`src/bt_regs.vh`:
```
// register offsets, field positions, reset values and timing counts for the byte timer
`ifndef BT_REGS_VH
`define BT_REGS_VH
// register offsets (register index on the plain port)
`define BT_ADDR_CTRL_B 4'h0
`define BT_ADDR_CTRL_A 4'h1
`define BT_ADDR_STATUS 4'h2
`define BT_ADDR_CAP_A 4'h3
`define BT_ADDR_CMP_A 4'h4
`define BT_ADDR_CNT 4'h5
`define BT_ADDR_CNT_MIR 4'h6
`define BT_ADDR_CAP_B 4'h7
`define BT_ADDR_CMP_B 4'h8
// timer_control_a fields
`define BT_A_CAP_IE 7
`define BT_A_CMP_IE 6
`define BT_A_OVF_IE 5
`define BT_A_FORCE_B 4
`define BT_A_FORCE_A 3
`define BT_A_LEVEL_B 2
`define BT_A_EDGE_A 1
`define BT_A_LEVEL_A 0
// timer_control_b fields
`define BT_B_PIN_A_EN 7
`define BT_B_PIN_B_EN 6
`define BT_B_PULSE 5
`define BT_B_PWM 4
`define BT_B_CLK_HI 3
`define BT_B_CLK_LO 2
`define BT_B_EDGE_B 1
// timer_status fields
`define BT_S_CAP_A 7
`define BT_S_CMP_A 6
`define BT_S_OVF 5
`define BT_S_CAP_B 4
`define BT_S_CMP_B 3
`define BT_S_DISABLE 2
// reset values and masks
`define BT_CTRL_RST 8'h00
`define BT_CTRL_B_MASK 8'hFE
`define BT_CNT_RST 8'hFC
// prescaler divisions
`define BT_DIV_4 14'h0003
`define BT_DIV_2 14'h0001
`define BT_DIV_8 14'h0007
`define BT_SLOW_DIV 14'h1F3F
`endif

```
`src/bt_prescaler.v`:
```
// prescaler producing the counter tick for the byte timer
`timescale 1ns/10ps
`default_nettype none
`include "bt_regs.vh"
module bt_prescaler
(
  // clock and reset
  input wire ref_clk,
  input wire sys_rst,
  // control
  input wire freeze,
  input wire [1:0] clock_select,
  input wire slow_tick,
  // output
  output reg tick_r
);
  reg [13:0] div_r;
  reg [13:0] limit;
  // terminal count for the chosen division
  always @*
  begin
    case (clock_select)
      2'h0: limit = `BT_DIV_4;
      2'h1: limit = `BT_DIV_2;
      2'h2: limit = `BT_DIV_8;
      default: limit = `BT_SLOW_DIV;
    endcase
  end
  // slow source counts only its own ticks; freeze holds the count
  always @(posedge ref_clk)
  begin
    if (sys_rst)
    begin
      div_r <= 14'h0000;
      tick_r <= 1'b0;
    end
    else if (freeze)
    begin
      tick_r <= 1'b0;
    end
    else if (clock_select != 2'h3 || slow_tick)
    begin
      if (div_r >= limit)
      begin
        div_r <= 14'h0000;
        tick_r <= 1'b1;
      end
      else
      begin
        div_r <= div_r + 14'h0001;
        tick_r <= 1'b0;
      end
    end
    else
    begin
      tick_r <= 1'b0;
    end
  end
endmodule
`default_nettype wire

```
`src/bt_timer.v`:
```
// byte timer: 8-bit counter with two captures, two compares, one-pulse and pwm modes
// Operation
// - all timer events drive one shared interrupt, gated by enables and global mask
// - capture interrupt enable passes either capture flag to the interrupt
// - compare interrupt enable passes either compare flag to the interrupt
// - overflow interrupt enable passes the overflow flag to the interrupt
// - force bits copy the level bit to an enabled compare pin outside pulse and pwm modes
// - compare b match copies level b to pin b; pulse and pwm use pin a
// - compare a match copies level a to enabled pin a
// - edge bit a picks rising or falling capture edge on pin a
// - edge bit b picks rising or falling capture edge on pin b
// - pin enables only route outputs; compare logic keeps running
// - pulse mode: edge on pin a starts one pulse, compare a sets length
// - pwm mode: compare a sets pulse length, compare b sets period
// - clock select picks divide by 4, 2, 8 or slow clock by 8000
// - capture flag a set by capture, pulse mode edge or pwm period; cleared via capture a access
// - compare flag a set on match outside pulse and pwm modes; cleared via compare a access
// - overflow flag set on FF to 00 wrap; counter mirror access keeps it
// - capture flag b set by capture b; cleared via capture b access
// - compare flag b set on match; cleared via compare b access
// - pwm mode never sets compare flags
// - disable bit freezes prescaler and counter and blanks compare pins
// - both counter registers read the count, reset to FC, write resets it
// - capture event copies the count into that input's capture register
// - pwm compare b match reloads the counter with FC
// - pulse mode edge reloads FC and drives level b onto pin a
// - pwm compare values are buffered until the period ends
// - any enabled interrupt can wake the processor from wait
`timescale 1ns/10ps
`default_nettype none
`include "bt_regs.vh"
module bt_timer
(
  // clock and reset
  input wire ref_clk,
  input wire sys_rst,
  // register port
  input wire [3:0] reg_addr,
  input wire [7:0] reg_wdata,
  input wire reg_wr,
  input wire reg_rd,
  output reg [7:0] reg_rdata_r,
  // system
  input wire slow_clk_tick,
  input wire irq_mask,
  output reg irq_r,
  output reg wake_r,
  // pins
  input wire capture_in_pin_a,
  input wire capture_in_pin_b,
  output reg compare_out_pin_a_r,
  output reg compare_out_pin_b_r,
  output reg compare_pin_a_oe_n_r,
  output reg compare_pin_b_oe_n_r
);
  reg [7:0] timer_control_a_r;
  reg [7:0] timer_control_b_r;
  reg timer_disable_r;
  reg [4:0] flag_r;
  reg [4:0] armed_r;
  reg [7:0] counter_r;
  reg [7:0] capture_a_value_r, capture_b_value_r;
  reg [7:0] cmp_a_buf_r, cmp_b_buf_r, cmp_a_act_r, cmp_b_act_r;
  reg [1:0] sync_a_r, sync_b_r;
  reg out_a_r, out_b_r, last_a_r, last_b_r, slow_sync0_r, slow_sync1_r, slow_last_r;
  wire tick, pwm_mode, pulse_mode, edge_a, edge_b, cap_a_evt, cap_b_evt;
  wire match_a, match_b, pwm_end, ovf_evt, cnt_wr, slow_tick, irq_nxt;
  wire [4:0] set_v, acc_v;
  // flag vector bit order: 4 cap a, 3 cmp a, 2 ovf, 1 cap b, 0 cmp b
  // ==========================================================
  // helper functions
  // ==========================================================
  // edge detect with selectable polarity
  function edge_hit;
    input prev;
    input cur;
    input rising;
    begin
      edge_hit = rising ? (~prev & cur) : (prev & ~cur);
    end
  endfunction
  // access to a register at the given address
  function acc_at;
    input [3:0] addr;
    input [3:0] want;
    input rd;
    input wr;
    begin
      acc_at = (rd | wr) && (addr == want);
    end
  endfunction
  // ==========================================================
  // pin synchronisers and edge detection
  // ==========================================================
  // two flops before any logic looks at a pin
  always @(posedge ref_clk)
  begin
    if (sys_rst)
    begin
      sync_a_r <= 2'h0;
      sync_b_r <= 2'h0;
      last_a_r <= 1'b0;
      last_b_r <= 1'b0;
      slow_sync0_r <= 1'b0;
      slow_sync1_r <= 1'b0;
      slow_last_r <= 1'b0;
    end
    else
    begin
      sync_a_r <= {sync_a_r[0], capture_in_pin_a};
      sync_b_r <= {sync_b_r[0], capture_in_pin_b};
      last_a_r <= sync_a_r[1];
      last_b_r <= sync_b_r[1];
      slow_sync0_r <= slow_clk_tick;
      slow_sync1_r <= slow_sync0_r;
      slow_last_r <= slow_sync1_r;
    end
  end
  assign slow_tick = slow_sync1_r & ~slow_last_r;
  assign edge_a = edge_hit(last_a_r, sync_a_r[1], timer_control_a_r[`BT_A_EDGE_A]);
  assign edge_b = edge_hit(last_b_r, sync_b_r[1], timer_control_b_r[`BT_B_EDGE_B]);
  // ==========================================================
  // prescaler
  // ==========================================================
  bt_prescaler u_presc
  (
    .ref_clk(ref_clk),
    .sys_rst(sys_rst),
    .freeze(timer_disable_r),
    .clock_select(timer_control_b_r[`BT_B_CLK_HI:`BT_B_CLK_LO]),
    .slow_tick(slow_tick),
    .tick_r(tick)
  );
  // ==========================================================
  // mode and event decode
  // ==========================================================
  // pwm wins when both mode bits are set
  assign pwm_mode = timer_control_b_r[`BT_B_PWM];
  assign pulse_mode = timer_control_b_r[`BT_B_PULSE] & ~pwm_mode;
  // capture on pin a is disconnected in both waveform modes
  assign cap_a_evt = edge_a & ~pwm_mode & ~pulse_mode;
  assign cap_b_evt = edge_b;
  // matches are judged on the count held for a whole tick
  assign match_a = tick & (counter_r == cmp_a_act_r);
  assign match_b = tick & (counter_r == cmp_b_act_r);
  assign pwm_end = pwm_mode & match_b;
  assign ovf_evt = tick & (counter_r == 8'hFF) & ~pwm_end;
  assign cnt_wr = reg_wr && (reg_addr == `BT_ADDR_CNT || reg_addr == `BT_ADDR_CNT_MIR);
  // ==========================================================
  // counter
  // ==========================================================
  // software write and pulse mode edge reload at once, even while disabled; the pwm reload waits for a tick
  always @(posedge ref_clk)
  begin
    if (sys_rst)
      counter_r <= `BT_CNT_RST;
    else if (cnt_wr)
      counter_r <= `BT_CNT_RST;
    else if (pulse_mode && edge_a)
      counter_r <= `BT_CNT_RST;
    else if (pwm_end)
      counter_r <= `BT_CNT_RST;
    else if (tick)
      counter_r <= counter_r + 8'h01;
  end
  // ==========================================================
  // capture registers
  // ==========================================================
  // pulse mode edge still loads capture a with the reload value
  always @(posedge ref_clk)
  begin
    if (sys_rst)
    begin
      capture_a_value_r <= 8'h00;
      capture_b_value_r <= 8'h00;
    end
    else
    begin
      if (cap_a_evt)
        capture_a_value_r <= counter_r;
      else if (pulse_mode && edge_a)
        capture_a_value_r <= `BT_CNT_RST;
      if (cap_b_evt)
        capture_b_value_r <= counter_r;
    end
  end
  // ==========================================================
  // compare buffers
  // ==========================================================
  // in pwm the active copy moves only at the period end to avoid output spikes
  always @(posedge ref_clk)
  begin
    if (sys_rst)
    begin
      cmp_a_buf_r <= 8'h00;
      cmp_b_buf_r <= 8'h00;
      cmp_a_act_r <= 8'h00;
      cmp_b_act_r <= 8'h00;
    end
    else
    begin
      if (reg_wr && reg_addr == `BT_ADDR_CMP_A)
        cmp_a_buf_r <= reg_wdata;
      if (reg_wr && reg_addr == `BT_ADDR_CMP_B)
        cmp_b_buf_r <= reg_wdata;
      if (!pwm_mode || pwm_end)
      begin
        cmp_a_act_r <= (reg_wr && reg_addr == `BT_ADDR_CMP_A && !pwm_mode) ?
          reg_wdata : cmp_a_buf_r;
        cmp_b_act_r <= (reg_wr && reg_addr == `BT_ADDR_CMP_B && !pwm_mode) ?
          reg_wdata : cmp_b_buf_r;
      end
    end
  end
  // ==========================================================
  // flags
  // ==========================================================
  assign set_v[4] = cap_a_evt | (pulse_mode & edge_a) | pwm_end;
  assign set_v[3] = match_a & ~pwm_mode & ~pulse_mode;
  assign set_v[2] = ovf_evt;
  assign set_v[1] = cap_b_evt;
  assign set_v[0] = match_b & ~pwm_mode;
  // only the main counter address clears overflow; the mirror does not
  assign acc_v[4] = acc_at(reg_addr, `BT_ADDR_CAP_A, reg_rd, reg_wr);
  assign acc_v[3] = acc_at(reg_addr, `BT_ADDR_CMP_A, reg_rd, reg_wr);
  assign acc_v[2] = acc_at(reg_addr, `BT_ADDR_CNT, reg_rd, reg_wr);
  assign acc_v[1] = acc_at(reg_addr, `BT_ADDR_CAP_B, reg_rd, reg_wr);
  assign acc_v[0] = acc_at(reg_addr, `BT_ADDR_CMP_B, reg_rd, reg_wr);
  // a new event in the clearing cycle wins over the clear
  always @(posedge ref_clk)
  begin
    if (sys_rst)
    begin
      flag_r <= 5'h00;
      armed_r <= 5'h00;
    end
    else
    begin
      flag_r <= set_v | (flag_r & ~(armed_r & acc_v));
      if (reg_rd && reg_addr == `BT_ADDR_STATUS)
        armed_r <= (armed_r & ~acc_v) | flag_r;
      else
        armed_r <= armed_r & ~acc_v & flag_r;
    end
  end
  // ==========================================================
  // control registers
  // ==========================================================
  always @(posedge ref_clk)
  begin
    if (sys_rst)
    begin
      timer_control_a_r <= `BT_CTRL_RST;
      timer_control_b_r <= `BT_CTRL_RST;
      timer_disable_r <= 1'b0;
    end
    else if (reg_wr)
    begin
      if (reg_addr == `BT_ADDR_CTRL_A)
        timer_control_a_r <= reg_wdata;
      if (reg_addr == `BT_ADDR_CTRL_B)
        timer_control_b_r <= reg_wdata & `BT_CTRL_B_MASK;
      if (reg_addr == `BT_ADDR_STATUS)
        timer_disable_r <= reg_wdata[`BT_S_DISABLE];
    end
  end
  // ==========================================================
  // compare outputs
  // ==========================================================
  // internal levels update even with the pin disabled; the pin enable only routes
  always @(posedge ref_clk)
  begin
    if (sys_rst)
    begin
      out_a_r <= 1'b0;
      out_b_r <= 1'b0;
    end
    else if (pwm_mode)
    begin
      if (pwm_end)
        out_a_r <= timer_control_a_r[`BT_A_LEVEL_B];
      else if (match_a)
        out_a_r <= timer_control_a_r[`BT_A_LEVEL_A];
    end
    else if (pulse_mode)
    begin
      if (edge_a)
        out_a_r <= timer_control_a_r[`BT_A_LEVEL_B];
      else if (match_a)
        out_a_r <= timer_control_a_r[`BT_A_LEVEL_A];
    end
    else
    begin
      if (match_a || timer_control_a_r[`BT_A_FORCE_A])
        out_a_r <= timer_control_a_r[`BT_A_LEVEL_A];
      if (match_b || timer_control_a_r[`BT_A_FORCE_B])
        out_b_r <= timer_control_a_r[`BT_A_LEVEL_B];
    end
  end
  // pins are released while disabled, so the io port can take them over
  always @(posedge ref_clk)
  begin
    if (sys_rst)
    begin
      compare_out_pin_a_r <= 1'b0;
      compare_out_pin_b_r <= 1'b0;
      compare_pin_a_oe_n_r <= 1'b1;
      compare_pin_b_oe_n_r <= 1'b1;
    end
    else
    begin
      compare_out_pin_a_r <= out_a_r;
      compare_out_pin_b_r <= out_b_r;
      compare_pin_a_oe_n_r <= ~timer_control_b_r[`BT_B_PIN_A_EN] | timer_disable_r;
      compare_pin_b_oe_n_r <= ~timer_control_b_r[`BT_B_PIN_B_EN] | timer_disable_r;
    end
  end
  // ==========================================================
  // interrupt request
  // ==========================================================
  assign irq_nxt = (timer_control_a_r[`BT_A_CAP_IE] & (flag_r[4] | flag_r[1]))
    | (timer_control_a_r[`BT_A_CMP_IE] & (flag_r[3] | flag_r[0]))
    | (timer_control_a_r[`BT_A_OVF_IE] & flag_r[2]);
  // wake ignores the global mask, as wait exit needs only an enabled event
  always @(posedge ref_clk)
  begin
    if (sys_rst)
    begin
      irq_r <= 1'b0;
      wake_r <= 1'b0;
    end
    else
    begin
      irq_r <= irq_nxt & ~irq_mask;
      wake_r <= irq_nxt;
    end
  end
  // ==========================================================
  // read data
  // ==========================================================
  // unmapped addresses read zero; data stand one cycle after the strobe
  always @(posedge ref_clk)
  begin
    if (sys_rst)
      reg_rdata_r <= 8'h00;
    else if (reg_rd)
    begin
      case (reg_addr)
        `BT_ADDR_CTRL_B: reg_rdata_r <= timer_control_b_r;
        `BT_ADDR_CTRL_A: reg_rdata_r <= timer_control_a_r;
        `BT_ADDR_STATUS: reg_rdata_r <= {flag_r[4], flag_r[3], flag_r[2], flag_r[1], flag_r[0],
          timer_disable_r, 2'h0};
        `BT_ADDR_CAP_A: reg_rdata_r <= capture_a_value_r;
        `BT_ADDR_CMP_A: reg_rdata_r <= cmp_a_buf_r;
        `BT_ADDR_CNT: reg_rdata_r <= counter_r;
        `BT_ADDR_CNT_MIR: reg_rdata_r <= counter_r;
        `BT_ADDR_CAP_B: reg_rdata_r <= capture_b_value_r;
        `BT_ADDR_CMP_B: reg_rdata_r <= cmp_b_buf_r;
        default: reg_rdata_r <= 8'h00;
      endcase
    end
    else
      reg_rdata_r <= 8'h00;
  end
endmodule
`default_nettype wire

```
`config.mk`:
```
export PLATFORM = sky130hd
export DESIGN_NAME = bt_timer
export DESIGN_NICKNAME = d
export VERILOG_FILES = /design/src/bt_prescaler.v /design/src/bt_timer.v
export VERILOG_INCLUDE_DIRS = /design/src
export SDC_FILE = /design/constraint.sdc
export NUM_CORES = 1
export LEC_CHECK = 0
export ABC_AREA = 1
export BUFFER_PORTS_ARGS = -buffer_cell sky130_fd_sc_hd__buf_2
export CORE_MARGIN = 2
export CORE_UTILIZATION = 59
export CTS_CLUSTER_SIZE = 8
export DETAILED_ROUTE_END_ITERATION = 10
export HOLD_SLACK_MARGIN = 0.05
export PLACE_DENSITY = 0.86
export SLEW_MARGIN = 20
export SYNTH_ARGS = -nofsm -noshare
export SYNTH_HDL_FRONTEND = slang
export SYNTH_HIERARCHICAL = 1
export SYNTH_SLANG_ARGS = --single-unit
export TNS_END_PERCENT = 100
```
`constraint.sdc`:
```
create_clock -name ref_clk -period 4.4 [get_ports ref_clk]
set_clock_uncertainty 0.05 [all_clocks]
set_input_delay 0.88 -clock ref_clk [delete_from_list [all_inputs] [get_ports ref_clk]]
set_output_delay 0.88 -clock ref_clk [all_outputs]
set_load 0.005 [all_outputs]
```
==> reports/qor.yml <==
die_w_um: 103.2
use_met1_pct: 39.34
ir_drop_uv: 274.7
wl_um: 15500
r2r_cells: 10
ant_nets: 0
grt_pass1_wl_um: 24550
tns_ns: 0
start_util_pct: 60.00
nFillCells: 786
synth-edff-count: 0
syn_nets: 843
syn_inst: 811
dr.pass1.iters: 6
drive_gt1_share_pct: 12.94
antenna_found_initial: 0
grt_overflow: 0
pre_cts_slack_ns: 1.682
netlist_area_um2: 5811
max-cap-violations: 0
holdPathEnd: "slow_sync1_r"
use_met2_pct: 49.05
cts_inserted_buffers: 17
period_share_pct: 50.78
whs_path_depth: 2
slew_headroom_pct: 56.54
routedWlPerCell_um: 15.64
yosys.cell_types.count: 41
cts_tree: "done"
crit_start: "sys_rst"
syn_area_per_cell_um2: 7.165
syn2layout_area_growth_pct: 14.69
finalWorstSetupSlack_ns: 2.166
clockBufferDepth: 2
ios: 34
hp-class: "reg2reg"
placementRows: 36
worst_slew_pin_slew_ns: 0.6496
min-delay-start: "slow_sync0_r"
timing.rr.end: "u_presc/div_r[6]"
clkSinkCount: 122
vias_per_cell: 5.632
grtUsageMet3_pct: 7.258
synth-async-reset-ratio_pct: 0
place_congestion: 0.9616
ys.flop_type: "dfxtp_1"
root_buffer: "clkbuf_8"
cts_resized: 0
nets: 877
design_area_um2: 6664
ys_warn_count: 6
r2r_start: "timer_control_b_r[3]"
dpl.hpwl_um: 10370
yosysMostFrequentCell: "nand2_1"
cts_max_level: 4
cp_max_fo: 49
synth_top_area_share_pct: 42.03
grtUsageTotal_pct: 30.45
post-route-min-period_ns: 2.234
grt_busiest_layer: "met2"
fp.dieH_um: 103.2
n_antenna_cell: 0
finalSetupViolCount: 0
utilization_pct: 68.81
ys_seq_area_share_pct: 42.03
rsz0062_at_grt: "false"
cp-end-kind: "flip-flop"
r2r_slack_ns: 2.33
powerDensity_nw_per_um2: 427.7
grt_start_max_net_pins: 50
finalHoldViolations: 0
routed-via-count: 5581
cp.required_ns: 4.75
drv_slew: 0
total_leakage_power_uw: 0.002853
arrival_ns: 2.59
synth_top_area_cell: "dfxtp_1"
max_freq_mhz: 447.5
clk_pin_slew_ns: 0.06
cp-start-kind: "primary input"
status: "completed"
hold_buffers: 0
post_dp_cell_area_um2: 6038
post_cts_buffers: 0
grt_pass1_vias: 5050
die-area_um2: 10660
clock_latency_ns: 0.53
numPortBuffers: 33
core_um2: 9684
drc: 0
synth_area_leaders: "dfxtp_1, nand2_1, inv_1"
crit_type: "in2reg"
drt_iter0_drc: 578
ys_seq_elements: 122
total_power_uw: 2850
synth.top_cells.by_count: "nand2_1, dfxtp_1, inv_1"
==> layout by cell type, fill, tap and decap left out, types with 5 or more instances in the layout <==
cell type  netlist  routed
a21oi_1         85      85
inv_1          114     114
nand3_1         33      33
xor2_1          12      12
nor2_1          72      72
nor2_2          13      13
nand2_2          5       5
ha_1            12      12
inv_2           15      15
buf_2            2      33
a211oi_1         8       8
dfxtp_1        122     122
nand2_1        153     153
o22ai_1         15      15
o21ai_0         66      66
inv_6            0       5
clkbuf_16        0      16
o21ai_1         26      26
nand4_1          7       7
clkbuf_8         0       5
==> how the worst max path moves through the flow <==
stage               slack, ns                    to  cells past startpoint
CTS                      2.24               out_a_r                      7
detailed placement       1.68               out_a_r                      7
floorplan                2.48        cmp_a_act_r[4]                      8
global placement         1.71               out_a_r                      7
global route             2.00  timer_control_b_r[3]                      5
finish                   2.17  timer_control_b_r[2]                      5
==> cell families (layout without fill, tap and decap cells) <==
group | after synthesis | in the layout | synth area share [%]
compound gates | 212 | 212 | 19.64
flops | 122 | 122 | 42.03
simple gates | 300 | 300 | 23.02
xor+xnor | 16 | 16 | 2.412
fa+ha+maj | 12 | 12 | 2.584
buf+inv | 149 | 196 | 10.31
==> worst max-delay path, stage by stage <==
cell and delay (ns):
buf_2 0.36, clkinv_1 0.60, buf_4 0.49, o21ai_0 0.16, a21oi_1 0.06
==> registers in the layout (all words and copies together) (netlist names), 7 cells and up <==
signal / cells
counter_r: 8
cmp_b_buf_r: 8
timer_control_b_r: 7
reg_rdata_r: 8
u_presc/div_r: 14
cmp_a_buf_r: 8
cmp_b_act_r: 8
timer_control_a_r: 8
capture_a_value_r: 8
capture_b_value_r: 8
cmp_a_act_r: 8
==> through the flow <==
step	std cells	hold WS (ns)
after global placement	959	0.3423
after detailed placement	959	0.3456
after global routing	991	0.3667
after CTS	991	0.3550
after floorplan	811	0.3312
final	991	0.3557
==> power breakdown <==
group / internal, µW / leakage [µW] / switching [µW]
combinational: 66.2 / 0.00155 / 145
clock: 934 / 0.000310 / 536
sequential: 1140 / 0.000989 / 27.8
==> cell type report <==
| class | count | area, µm² | share of cell area, % |
|---|---|---|---|
| clock inverters | 11 | 156.4 | 2.347 |
| flip-flops and latches | 122 | 2442 | 36.65 |
| inverters | 130 | 488.0 | 7.323 |
| clock buffers | 21 | 469.2 | 7.041 |
| repair buffers | 34 | 172.7 | 2.591 |
| well taps | 133 | 166.4 | 2.497 |
| multi-input cells | 540 | 2769 | 41.55 |
==> layer usage <==
| metal | part of all wire [%] | vias to the layer above |
|---|---|---|
| li1 | - | 2710 |
| met1 | 42 | 2551 |
| met2 | 47 | 279 |
| met3 | 8.7 | 41 |
| met4 | 2.5 | 0 |
| met5 | 0 | - |
Power figures use the tool's default switching activity.
